--- config.mk ---
export PLATFORM = sky130hd
export DESIGN_NAME = debug_service_unit
export DESIGN_NICKNAME = d
export VERILOG_FILES = /design/src/verilog/dsu_pkg.sv /design/src/verilog/debug_service_unit.sv
export VERILOG_INCLUDE_DIRS = /design/src /design/src/verilog
export SDC_FILE = /design/constraint.sdc
export NUM_CORES = 1
export LEC_CHECK = 0
export ABC_AREA = 1
export BUFFER_PORTS_ARGS = -buffer_cell sky130_fd_sc_hd__buf_2
export CAP_MARGIN = 20
export CORE_ASPECT_RATIO = 0.8
export CORE_UTILIZATION = 51
export CTS_BUF_LIST = sky130_fd_sc_hd__clkbuf_2
export CTS_CLUSTER_SIZE = 40
export DETAILED_ROUTE_END_ITERATION = 16
export PLACE_DENSITY = 0.79
export SKIP_CTS_REPAIR_TIMING = 1
export SLEW_MARGIN = 20
export SYNTH_ARGS = -nofsm -noshare
export SYNTH_HDL_FRONTEND = slang
export SYNTH_SLANG_ARGS = --single-unit
--- constraint.sdc ---
create_clock -name clk_sys -period 1.6 [get_ports clk_sys]
set_clock_uncertainty 0.2 [all_clocks]
set_input_delay 0.24 -clock clk_sys [delete_from_list [all_inputs] [get_ports clk_sys]]
set_output_delay 0.24 -clock clk_sys [all_outputs]
set_load 0.01 [all_outputs]
--- src/verilog/dsu_defines.svh ---
/*
 * offsets, field positions and reset values of the debug service front end.
 * assumes inclusion by bare name from the design file.
 */
`ifndef DEBUG_SERVICE_DEFINES_SVH
`define DEBUG_SERVICE_DEFINES_SVH

// ****************************************
// register word indexes (byte address = index * 4)
// ****************************************
`define IDX_W 13
`define IDX_CMD 13'h0000
`define IDX_EVA 13'h0001
`define IDX_STB 13'h0002
`define IDX_MBX0 13'h0010
`define IDX_MBX1 13'h0014
`define IDX_MEMK 13'h1fcc
`define IDX_PERIPHERAL_IDENT_4 13'h1fd0
`define IDX_PERIPHERAL_IDENT_0 13'h1fe0
`define IDX_PERIPHERAL_IDENT_1 13'h1fe4
`define IDX_PERIPHERAL_IDENT_2 13'h1fe8
`define IDX_PERIPHERAL_IDENT_3 13'h1fec
`define IDX_COMPONENT_IDENT_0 13'h1ff0
`define IDX_COMPONENT_IDENT_1 13'h1ff4
`define IDX_COMPONENT_IDENT_2 13'h1ff8
`define IDX_COMPONENT_IDENT_3 13'h1ffc

// ****************************************
// field positions
// ****************************************
`define CMD_ERASE 4
`define CMD_SELFTEST 3
`define CMD_CHECKSUM 2
`define CMD_RESTART 0
`define EVA_LOCK_STATE_FLAG 4
`define EVA_FAIL 3
`define EVA_BUS 2
`define EVA_HOLD 1
`define EVA_DONE 0

// ****************************************
// reset values and bus codes
// ****************************************
`define EVA_RESET 5'h00
`define HOTPLUG_RESET 1'b1
`define HSIZE_BYTE 3'h0
`define HSIZE_HALF 3'h1
`endif

--- src/verilog/dsu_pkg.sv ---
/*
 * types shared by the debug service front end.
 * assumes no other package.
 */
package debug_service_pkg;
	typedef enum logic [3:0] {
		ST_IDLE = 4'h1,
		ST_WDATA = 4'h2,
		ST_RWAIT = 4'h4,
		ST_RDATA = 4'h8
	} bus_state_e;

	typedef struct packed {
		logic done;
		logic fail;
		logic bus_err;
	} op_events_s;

	typedef struct packed {
		logic erase;
		logic selftest;
		logic checksum;
	} op_starts_s;
endpackage : debug_service_pkg
--- src/verilog/debug_service_unit.sv ---
/*
 * command/status front end of the debug service unit, AHB-Lite slave.
 * assumes engines report done/fail/bus error as one-cycle pulses and the
 * access guard, lock and probe levels are synchronous to clk_sys.
 */
// Local design decision: register access over AHB-Lite.
`timescale 1ns/10ps
`include "dsu_defines.svh"

// Functional notes
// byte, halfword and word accesses are each taken whole.
// every byte and halfword of a register is addressable alone.
// writing one to command bit 4 starts chip erase.
// writing one to command bit 3 starts memory self-test.
// writing one to command bit 2 starts checksum computation.
// writing one to command bit 0 resets the unit.
// protection fault flag sets on forbidden command, one clears it.
// failure flag sets on failed operation, one clears, zero ignored.
// bus fault flag sets on bus error, one clears it.
// cold-start probe sets reset extension flag holding cpu; one clears unless locked.
// completion flag sets when an operation finishes, one clears it.
// command and status a reset zero; status b read-only, hotplug one.
// guarded registers refuse writes while the access guard is on.
// mailbox dirty flag sets on mailbox write, clears on read.
// hotplug flag clears on clock pin reassignment; only reset sets it.
// lock flag caught at power-up, probe flag on detection; never cleared.
// soft reset clears command and status flags except power-only ones.
module debug_service_unit #(
	parameter logic [31:0] MEMK_VAL = 32'h0000_0001, // arbitrary
	parameter logic [31:0] PID_VAL = 32'h0000_0000, // arbitrary
	parameter logic [31:0] CID_VAL = 32'h0000_0000 // arbitrary
) (
	input wire logic clk_sys,
	input wire logic rstn,
	input wire logic hsel,
	input wire logic [31:0] haddr,
	input wire logic [1:0] htrans,
	input wire logic hwrite,
	input wire logic [2:0] hsize,
	input wire logic [31:0] hwdata,
	input wire logic hready,
	output logic [31:0] hrdata,
	output logic hreadyout,
	output logic hresp,
	input wire debug_service_pkg::op_events_s op_events,
	input wire logic write_guard_on,
	input wire logic device_locked,
	input wire logic probe_at_coldstart,
	input wire logic probe_detected,
	input wire logic swclk_reassigned,
	output debug_service_pkg::op_starts_s op_starts,
	output logic cpu_hold,
	output logic [4:0] event_flags,
	output logic [4:0] state_flags
);
	debug_service_pkg::bus_state_e state_r, state_nxt;
	logic [`IDX_W-1:0] idx_r;
	logic [3:0] lanes_r, lanes_nxt;
	logic [31:0] rd_nxt;
	logic accept, wr_go, rd_go, wr_cmd, wr_eva, soft_rst, forbid_test, forbid_hold;
	logic [4:0] eva_r;
	logic hotplug_r, probe_r, lock_r, init_r;
	logic [1:0] dirty_r;
	logic [31:0] mbx_r [2];
	debug_service_pkg::op_starts_s starts_r;
	logic [31:0] hrdata_r;
	logic hreadyout_r;
	logic hresp_r;

	// ****************************************
	// bus front end
	// ****************************************
	assign accept = hsel && htrans[1] && hready;

	always_comb begin
		case (hsize)
			`HSIZE_BYTE: lanes_nxt = 4'h1 << haddr[1:0];
			`HSIZE_HALF: lanes_nxt = haddr[1] ? 4'hc : 4'h3;
			default: lanes_nxt = 4'hf;
		endcase
	end

	always_comb begin
		state_nxt = state_r;
		case (state_r)
			debug_service_pkg::ST_IDLE, debug_service_pkg::ST_WDATA, debug_service_pkg::ST_RDATA: begin
				if (!accept)
					state_nxt = debug_service_pkg::ST_IDLE;
				else if (hwrite)
					state_nxt = debug_service_pkg::ST_WDATA;
				else
					state_nxt = debug_service_pkg::ST_RWAIT;
			end
			debug_service_pkg::ST_RWAIT: state_nxt = debug_service_pkg::ST_RDATA;
			default: state_nxt = debug_service_pkg::ST_IDLE;
		endcase
	end

	// one wait state on reads so a read right after a write sees its effect
	always_ff @(posedge clk_sys or negedge rstn) begin
		if (!rstn) begin
			state_r <= debug_service_pkg::ST_IDLE;
			idx_r <= `IDX_W'h0000;
			lanes_r <= 4'h0;
			hreadyout_r <= 1'b1;
		end else begin
			state_r <= state_nxt;
			hreadyout_r <= state_nxt != debug_service_pkg::ST_RWAIT;
			if (accept) begin
				idx_r <= haddr[`IDX_W+1:2];
				lanes_r <= lanes_nxt;
			end
		end
	end

	assign wr_go = state_r == debug_service_pkg::ST_WDATA;
	assign rd_go = state_r == debug_service_pkg::ST_RWAIT;
	assign wr_cmd = wr_go && idx_r == `IDX_CMD && lanes_r[0] && !write_guard_on;
	assign wr_eva = wr_go && idx_r == `IDX_EVA && lanes_r[0] && !write_guard_on;
	assign soft_rst = wr_cmd && hwdata[`CMD_RESTART];

	// ****************************************
	// command register
	// ****************************************
	// self-test and lifting the cpu hold are refused in the locked state
	assign forbid_test = wr_cmd && hwdata[`CMD_SELFTEST] && lock_r;
	assign forbid_hold = wr_eva && hwdata[`EVA_HOLD] && lock_r;

	always_ff @(posedge clk_sys or negedge rstn) begin
		if (!rstn) begin
			starts_r <= '0;
		end else begin
			starts_r <= '0;
			if (wr_cmd && !soft_rst) begin
				starts_r.erase <= hwdata[`CMD_ERASE];
				starts_r.selftest <= hwdata[`CMD_SELFTEST] && !lock_r;
				starts_r.checksum <= hwdata[`CMD_CHECKSUM];
			end
		end
	end

	// ****************************************
	// status a
	// ****************************************
	always_ff @(posedge clk_sys or negedge rstn) begin
		if (!rstn) begin
			eva_r <= `EVA_RESET;
		end else if (soft_rst) begin
			eva_r <= `EVA_RESET;
		end else begin
			// set wins over a one written in the same cycle
			eva_r[`EVA_LOCK_STATE_FLAG] <= (eva_r[`EVA_LOCK_STATE_FLAG] && !(wr_eva && hwdata[`EVA_LOCK_STATE_FLAG]))
				|| forbid_test || forbid_hold;
			eva_r[`EVA_FAIL] <= (eva_r[`EVA_FAIL] && !(wr_eva && hwdata[`EVA_FAIL]))
				|| op_events.fail;
			eva_r[`EVA_BUS] <= (eva_r[`EVA_BUS] && !(wr_eva && hwdata[`EVA_BUS]))
				|| op_events.bus_err;
			eva_r[`EVA_HOLD] <= (eva_r[`EVA_HOLD] && !(wr_eva && hwdata[`EVA_HOLD] && !lock_r))
				|| (!init_r && probe_at_coldstart);
			eva_r[`EVA_DONE] <= (eva_r[`EVA_DONE] && !(wr_eva && hwdata[`EVA_DONE]))
				|| op_events.done;
		end
	end

	// ****************************************
	// status b
	// ****************************************
	// straps are caught in the first clocked cycle after release
	always_ff @(posedge clk_sys or negedge rstn) begin
		if (!rstn) begin
			init_r <= 1'b0;
			lock_r <= 1'b0;
			probe_r <= 1'b0;
			hotplug_r <= `HOTPLUG_RESET;
		end else begin
			init_r <= 1'b1;
			if (!init_r)
				lock_r <= device_locked;
			probe_r <= probe_r || probe_detected;
			if (swclk_reassigned)
				hotplug_r <= 1'b0;
		end
	end

	// ****************************************
	// mailboxes
	// ****************************************
	always_ff @(posedge clk_sys or negedge rstn) begin
		if (!rstn) begin
			dirty_r <= 2'b00;
			mbx_r[0] <= 32'h0000_0000;
			mbx_r[1] <= 32'h0000_0000;
		end else begin
			for (int m = 0; m < 2; m++) begin
				if (wr_go && idx_r == (m == 0 ? `IDX_MBX0 : `IDX_MBX1)) begin
					for (int b = 0; b < 4; b++) begin
						if (lanes_r[b])
							mbx_r[m][8*b +: 8] <= hwdata[8*b +: 8];
					end
					dirty_r[m] <= 1'b1;
				end else if (soft_rst) begin
					dirty_r[m] <= 1'b0;
				end else if (rd_go && idx_r == (m == 0 ? `IDX_MBX0 : `IDX_MBX1)) begin
					dirty_r[m] <= 1'b0;
				end
			end
		end
	end

	// ****************************************
	// read mux
	// ****************************************
	always_comb begin
		case (idx_r)
			`IDX_EVA: rd_nxt = {27'h0, eva_r};
			`IDX_STB: rd_nxt = {27'h0, hotplug_r, dirty_r, probe_r, lock_r};
			`IDX_MBX0: rd_nxt = mbx_r[0];
			`IDX_MBX1: rd_nxt = mbx_r[1];
			`IDX_MEMK: rd_nxt = MEMK_VAL;
			`IDX_PERIPHERAL_IDENT_0, `IDX_PERIPHERAL_IDENT_1, `IDX_PERIPHERAL_IDENT_2, `IDX_PERIPHERAL_IDENT_3, `IDX_PERIPHERAL_IDENT_4: rd_nxt = PID_VAL;
			`IDX_COMPONENT_IDENT_0, `IDX_COMPONENT_IDENT_1, `IDX_COMPONENT_IDENT_2, `IDX_COMPONENT_IDENT_3: rd_nxt = CID_VAL;
			default: rd_nxt = 32'h0000_0000;
		endcase
	end

	always_ff @(posedge clk_sys or negedge rstn) begin
		if (!rstn)
			hrdata_r <= 32'h0000_0000;
		else if (rd_go)
			hrdata_r <= rd_nxt;
	end

	assign hrdata = hrdata_r;
	assign hreadyout = hreadyout_r;
	// only okay responses; kept in a flop so every output is registered
	always_ff @(posedge clk_sys or negedge rstn) begin
		if (!rstn)
			hresp_r <= 1'b0;
		else
			hresp_r <= 1'b0;
	end

	assign hresp = hresp_r;
	assign op_starts = starts_r;
	assign cpu_hold = eva_r[`EVA_HOLD];
	assign event_flags = eva_r;
	assign state_flags = {hotplug_r, dirty_r, probe_r, lock_r};
endmodule : debug_service_unit

# Word-level counts from Yosys, hierarchy flattened
# Index checks and enable logic that the tools add are counted.
# word_totals
in_bits,82
regBits,132
out_inout_bits,48
# op_classes
n_mux,14
eq_ne,11
reduce_logical,59
shifts,1
# op_table
op,n
one-hot mux 32 bit (5 select lines),1
logical AND 1 bit,30
equality test 13 x 5 -> 1 bit (second input constant),2
one-hot mux 4 bit (2 select lines),2
AND reduction 2 bit,8
equality test 13 x 1 -> 1 bit (second input constant),1
equality test 13 bit (second input constant),1
equality test 13 x 2 -> 1 bit (second input constant),1
logical NOT 13 bit,1
logical NOT 1 bit,9
two-way mux 3 bit,3
logical OR 1 bit,7
two-way mux 1 bit,6
nonzero test 3 bit,2
two-way mux 5 bit,1
equality test 4 x 1 -> 1 bit (second input constant),1
equality test 4 x 2 -> 1 bit (second input constant),1
equality test 4 x 3 -> 1 bit (second input constant),1
equality test 4 bit (second input constant),1
two-way mux 4 bit,1
inequality test 4 x 3 -> 1 bit (second input constant),1
<< shifter 1 x 2 -> 4 bit (first input constant),1
equality test 3 x 1 -> 1 bit (second input constant),1
logical NOT 3 bit,1
OR reduction 3 bit,1

# Longest topological paths before layout
# logic_depth
word_depth,10
ltp_mapped,10

# Worst setup path after synthesis
# Ideal clock, no wire load.
# synth_timing
path_type,register to register
from,reg idx_r[11]
to,reg mbx_r[46] in the netlist's numbering
period_less_slack_ns,1.760
path_slack_ns,-0.160
required_ns,1.282
setup_time_ns,0.118
arrival_ns,1.441
stages_incl_launch_ff,11
cell_sequence,dfrtp_1 > nor2_1 > nand2_1 > nor2_4 > buf_6 > nand2_4 > nor2_8 > nand2_4 > buf_6 > nand2_1 > o21ai_2
# synth_between
elab_chain_len,3
# synth_rtl
element,line_no,source
"start, declared",debug_service_unit.sv:57,logic [`IDX_W-1:0] idx_r;
"start signal, assigned",debug_service_unit.sv:103,idx_r <= `IDX_W'h0000;
"start signal, assigned",debug_service_unit.sv:110,idx_r <= haddr[`IDX_W+1:2];
equality test 13 x 5 -> 1 bit,debug_service_unit.sv:195,if (wr_go && idx_r == (m == 0 ? `IDX_MBX0 : `IDX_MBX1)) begin
logical AND 1 bit,debug_service_unit.sv:195,
AND reduction 2 bit (no source line),--,
"end signal, assigned by index",debug_service_unit.sv:198,mbx_r[m][8*b +: 8] <= hwdata[8*b +: 8];
"end, declared",debug_service_unit.sv:64,logic [31:0] mbx_r [2];
# No other way between the ends.
# A chain may end at the register's enable or synchronous reset.

# Worst setup path in the final report
# layout_timing
from,reg idx_r[10]
to,"reg eva_r[4], in the netlist event_flags[4]"
# layout_between
elab_chain_len,10
elab_cells_between_ends,19
cone_classes,eq/ne (1); mux (1); reduce/logical (17)
# layout_rtl
element,line_no,source
equality test 13 x 1 -> 1 bit,--,
logical AND 1 bit (no source line),--,
logical AND 1 bit (2 in a row),debug_service_unit.sv:119,assign wr_eva = wr_go && idx_r == `IDX_EVA && lanes_r[0] && !write_guard_on;
logical AND 1 bit,debug_service_unit.sv:152,eva_r[`EVA_LOCK_STATE_FLAG] <= (eva_r[`EVA_LOCK_STATE_FLAG] && !(wr_eva && hwdata[`EVA_LOCK_STATE_FLAG]))
logical NOT 1 bit,debug_service_unit.sv:152,
logical AND 1 bit,debug_service_unit.sv:152,
logical OR 1 bit (2 in a row),debug_service_unit.sv:152,
two-way mux 5 bit *,debug_service_unit.sv:148,end else if (soft_rst) begin
"end signal, assigned",debug_service_unit.sv:149,eva_r <= `EVA_RESET;
"end signal, assigned by index",debug_service_unit.sv:152,
"end signal, assigned by index",debug_service_unit.sv:154,eva_r[`EVA_FAIL] <= (eva_r[`EVA_FAIL] && !(wr_eva && hwdata[`EVA_FAIL]))
"end, declared",debug_service_unit.sv:61,logic [4:0] eva_r;
# Mark *: on every way between the ends. The rest lies on a longest branch, timed or not.

==> metrics.txt <==
run status finished with violations; failing checks negative setup slack; vias per inst 5.68; Worst path slowest cell dfrtp_1; worst setup margin -469 ps; Final Util 82.1%; setup TNS -45,560 ps; CTS sink count 132; XOR/XNOR share of the synthesized area 0%; Max stage delay on crit path 490 ps; final hold viol count 0; placer congestion estimate 0.805; Post-Synth Adder-Cell Area 0%; Clk Tree Root Cell clkbuf_2; crit-path cells nor2_2 -> nand2_2 -> nor2_4 -> buf_6 -> buf_12 -> nand4_1 -> nand2_1 -> nand2_1 -> a21oi_2; worst-skew pair later-pin latency 750 ps; Chip Height 98.5 um; # rows 34; Post-Synthesis Net Count 697; io pins 130; clock buffer depth 2; die area 0.0121 mm^2; most common cell in the synthesized netlist nand2_1; M1 GR Usage 30.5%; commonest register cell after synthesis dfrtp_1; Register Area 0.00331 mm^2; Pwr Density 689 mW/mm^2; unrepaired setup endpoints after global routing yes; routed via count 5,968; Post-route DRC 0; mux share of post-synthesis cell area 1.33%; grt ovf 0; CP max FO 9; cell taking the most area after synthesis dfrtp_1; Mean Syn Cell Area 9.65 um^2; Hold Path Class primary input to flip-flop; Port Buffers 110; Setup crit end kind flip-flop; Arrival @ worst endpoint 2520 ps; drt pass-1 iters 5; synth top area cells dfrtp_1 (54%), nand2_1 (11%), o21ai_2 (9.4%); grt met2 use 37.9%; routed length per instance 19.5 um; drt total wl 20,500 um; final setup violating endpoints 156; area added between synthesis and finish 53.6%; CP most frequent cell nand2_1; Startpoint Class flip-flop; drt first-iter violations 668; grt peak-use layer met2; TritonCTS clock tree yes; met3 Use GR 6.31%; HPWL after DPL 9590 um; first-pass GRT wire length 22,100 um; Crit path max-delay family simple AND/OR/NAND/NOR gates; main combinational cell family by area after synthesis simple AND/OR/NAND/NOR gates; Synth top cells by count nand2_1 (180), dfrtp_1 (129), o21ai_2 (64); Slew HR 61.5%; fmax 483 MHz; antenna violations before repair 0; largest net degree at the start of global routing 40; final period utilization 129%; Cells after Synth 615; min cycle time layout 2070 ps; pre-CTS setup slack -271 ps; clock slew at reported path FFs 280 ps; share of the yosys chip area belonging to registers 55.7%; H-tree depth 4; fill cell count 556; initial core utilization 53.4%; Cell Area, Synth 0.00593 mm^2; Antenna Nets Post-Route 0; design area 0.00911 mm^2; overall power 6.28 mW; Hold WS 29.3 ps; leak pwr 4.64 nW; Antenna Cells 0; Async SR Flop Fraction 100%; kind of critical path flip-flop to flip-flop; vias in the first global route 4,799; Synth Area in Simple Gates 23.8%; Synth Register Bits 132; max-slew violations 0; Multi-input gate area 0.00289 mm^2; core area 0.0111 mm^2; total track usage 23.6%; distinct cell type count of the synthesized netlist 30; placed cell count 895; TritonCTS Buffers 17; Synth top area share 54.4%; Buf/Inv on CP 2; maximum VDD drop 0.000581 V; Synth Area in Compound Gates 12.1%; Cell Area, Placed 0.00698 mm^2; Synth Warn # 0; measured slew at the worst slew-check pin 577 ps; chip width 123 um; Max-cap violations 0; EDFF count, synth 0; final non-filler cell total 1,051; Net count, final 976; Req. time, crit path 2050 ps; layout cells sized above 1 50.3%
## path summary, 6_finish.rpt
check,from,end,slack [ps],cells past startpoint
setup / recovery,idx_r[10],event_flags[4],-470,9
hold / removal,haddr[9],idx_r[7],30,3
setup reg to reg,idx_r[10],event_flags[4],-470,9
hold reg to reg,hotplug_r,hotplug_r,270,2
max in group asynchronous,rstn,mbx_r[11],430,4
min in group asynchronous,rstn,idx_r[10],410,4
## tightest hold or removal path, stage by stage
cell and delay, ps:
dlygate4sd3_1 520, buf_2 90, mux2_2 130
## area by class of cell
type / instances / area share, %
sequential: 132 / 36.3
multi-input combinational: 404 / 31.8
timing repair buffer: 281 / 25.4
inverter: 58 / 2.39
tap: 144 / 1.98
clock inverter: 14 / 1.26
clock buffer: 18 / 0.988
## state kept, by name, indices dropped and copies added, names as in the netlist
| name | flops |
|---|---|
| dirty_r | 2 |
| event_flags | 5 |
| hotplug_r | 1 |
| hrdata | 32 |
| hreadyout | 1 |
| idx_r | 13 |
| init_r | 1 |
| lanes_r | 4 |
| lock_r | 1 |
| mbx_r | 64 |
| op_starts | 3 |
| probe_r | 1 |
| state_r | 4 |
## layer usage
metal	vias up	routed length [um]	part of all wire (%)
met5	-	0	0
met4	0	1010	4.9
met3	113	1920	9.3
met2	414	9860	48
met1	2887	7740	38
li1	2554	-	-
## cells in the final DEF (no fill, tap or decap), types with 2 or more instances in the layout
cell,n
inv_1,57
conb_1,2
dfstp_2,3
buf_6,19
nor2_8,2
nand3_2,29
nand2_1,109
o21ai_2,68
buf_2,103
clkinvlp_4,7
buf_4,68
nor2_1,19
clkinv_2,4
clkbuf_16,2
nand3_4,2
nand2_4,39
a21oi_2,2
dlygate4sd3_1,76
nand4_1,9
a22oi_1,4
a21oi_1,9
o21ai_0,5
clkbuf_2,18
mux2_2,7
buf_12,13
dfrtp_1,129
nor2_2,6
nor2_4,9
nand3_1,23
nand2_2,41
nand2_8,8
nor3_1,3
## cells by family after synthesis
kind of cell,Yosys count
and+or+nand+nor,299
DFF,132
AOI/OAI and AO/OA,92
buffers and inverters,83
muxes,7
other,2
## power by group
part / leakage (nW) / total [mW] / switching [mW] / internal, mW
sequential: 1.41 / 3.50 / 0.0878 / 3.42
clock: 0.112 / 1.92 / 1.37 / 0.545
combinational: 3.12 / 0.860 / 0.431 / 0.429
Power figures use the tool's default switching activity.
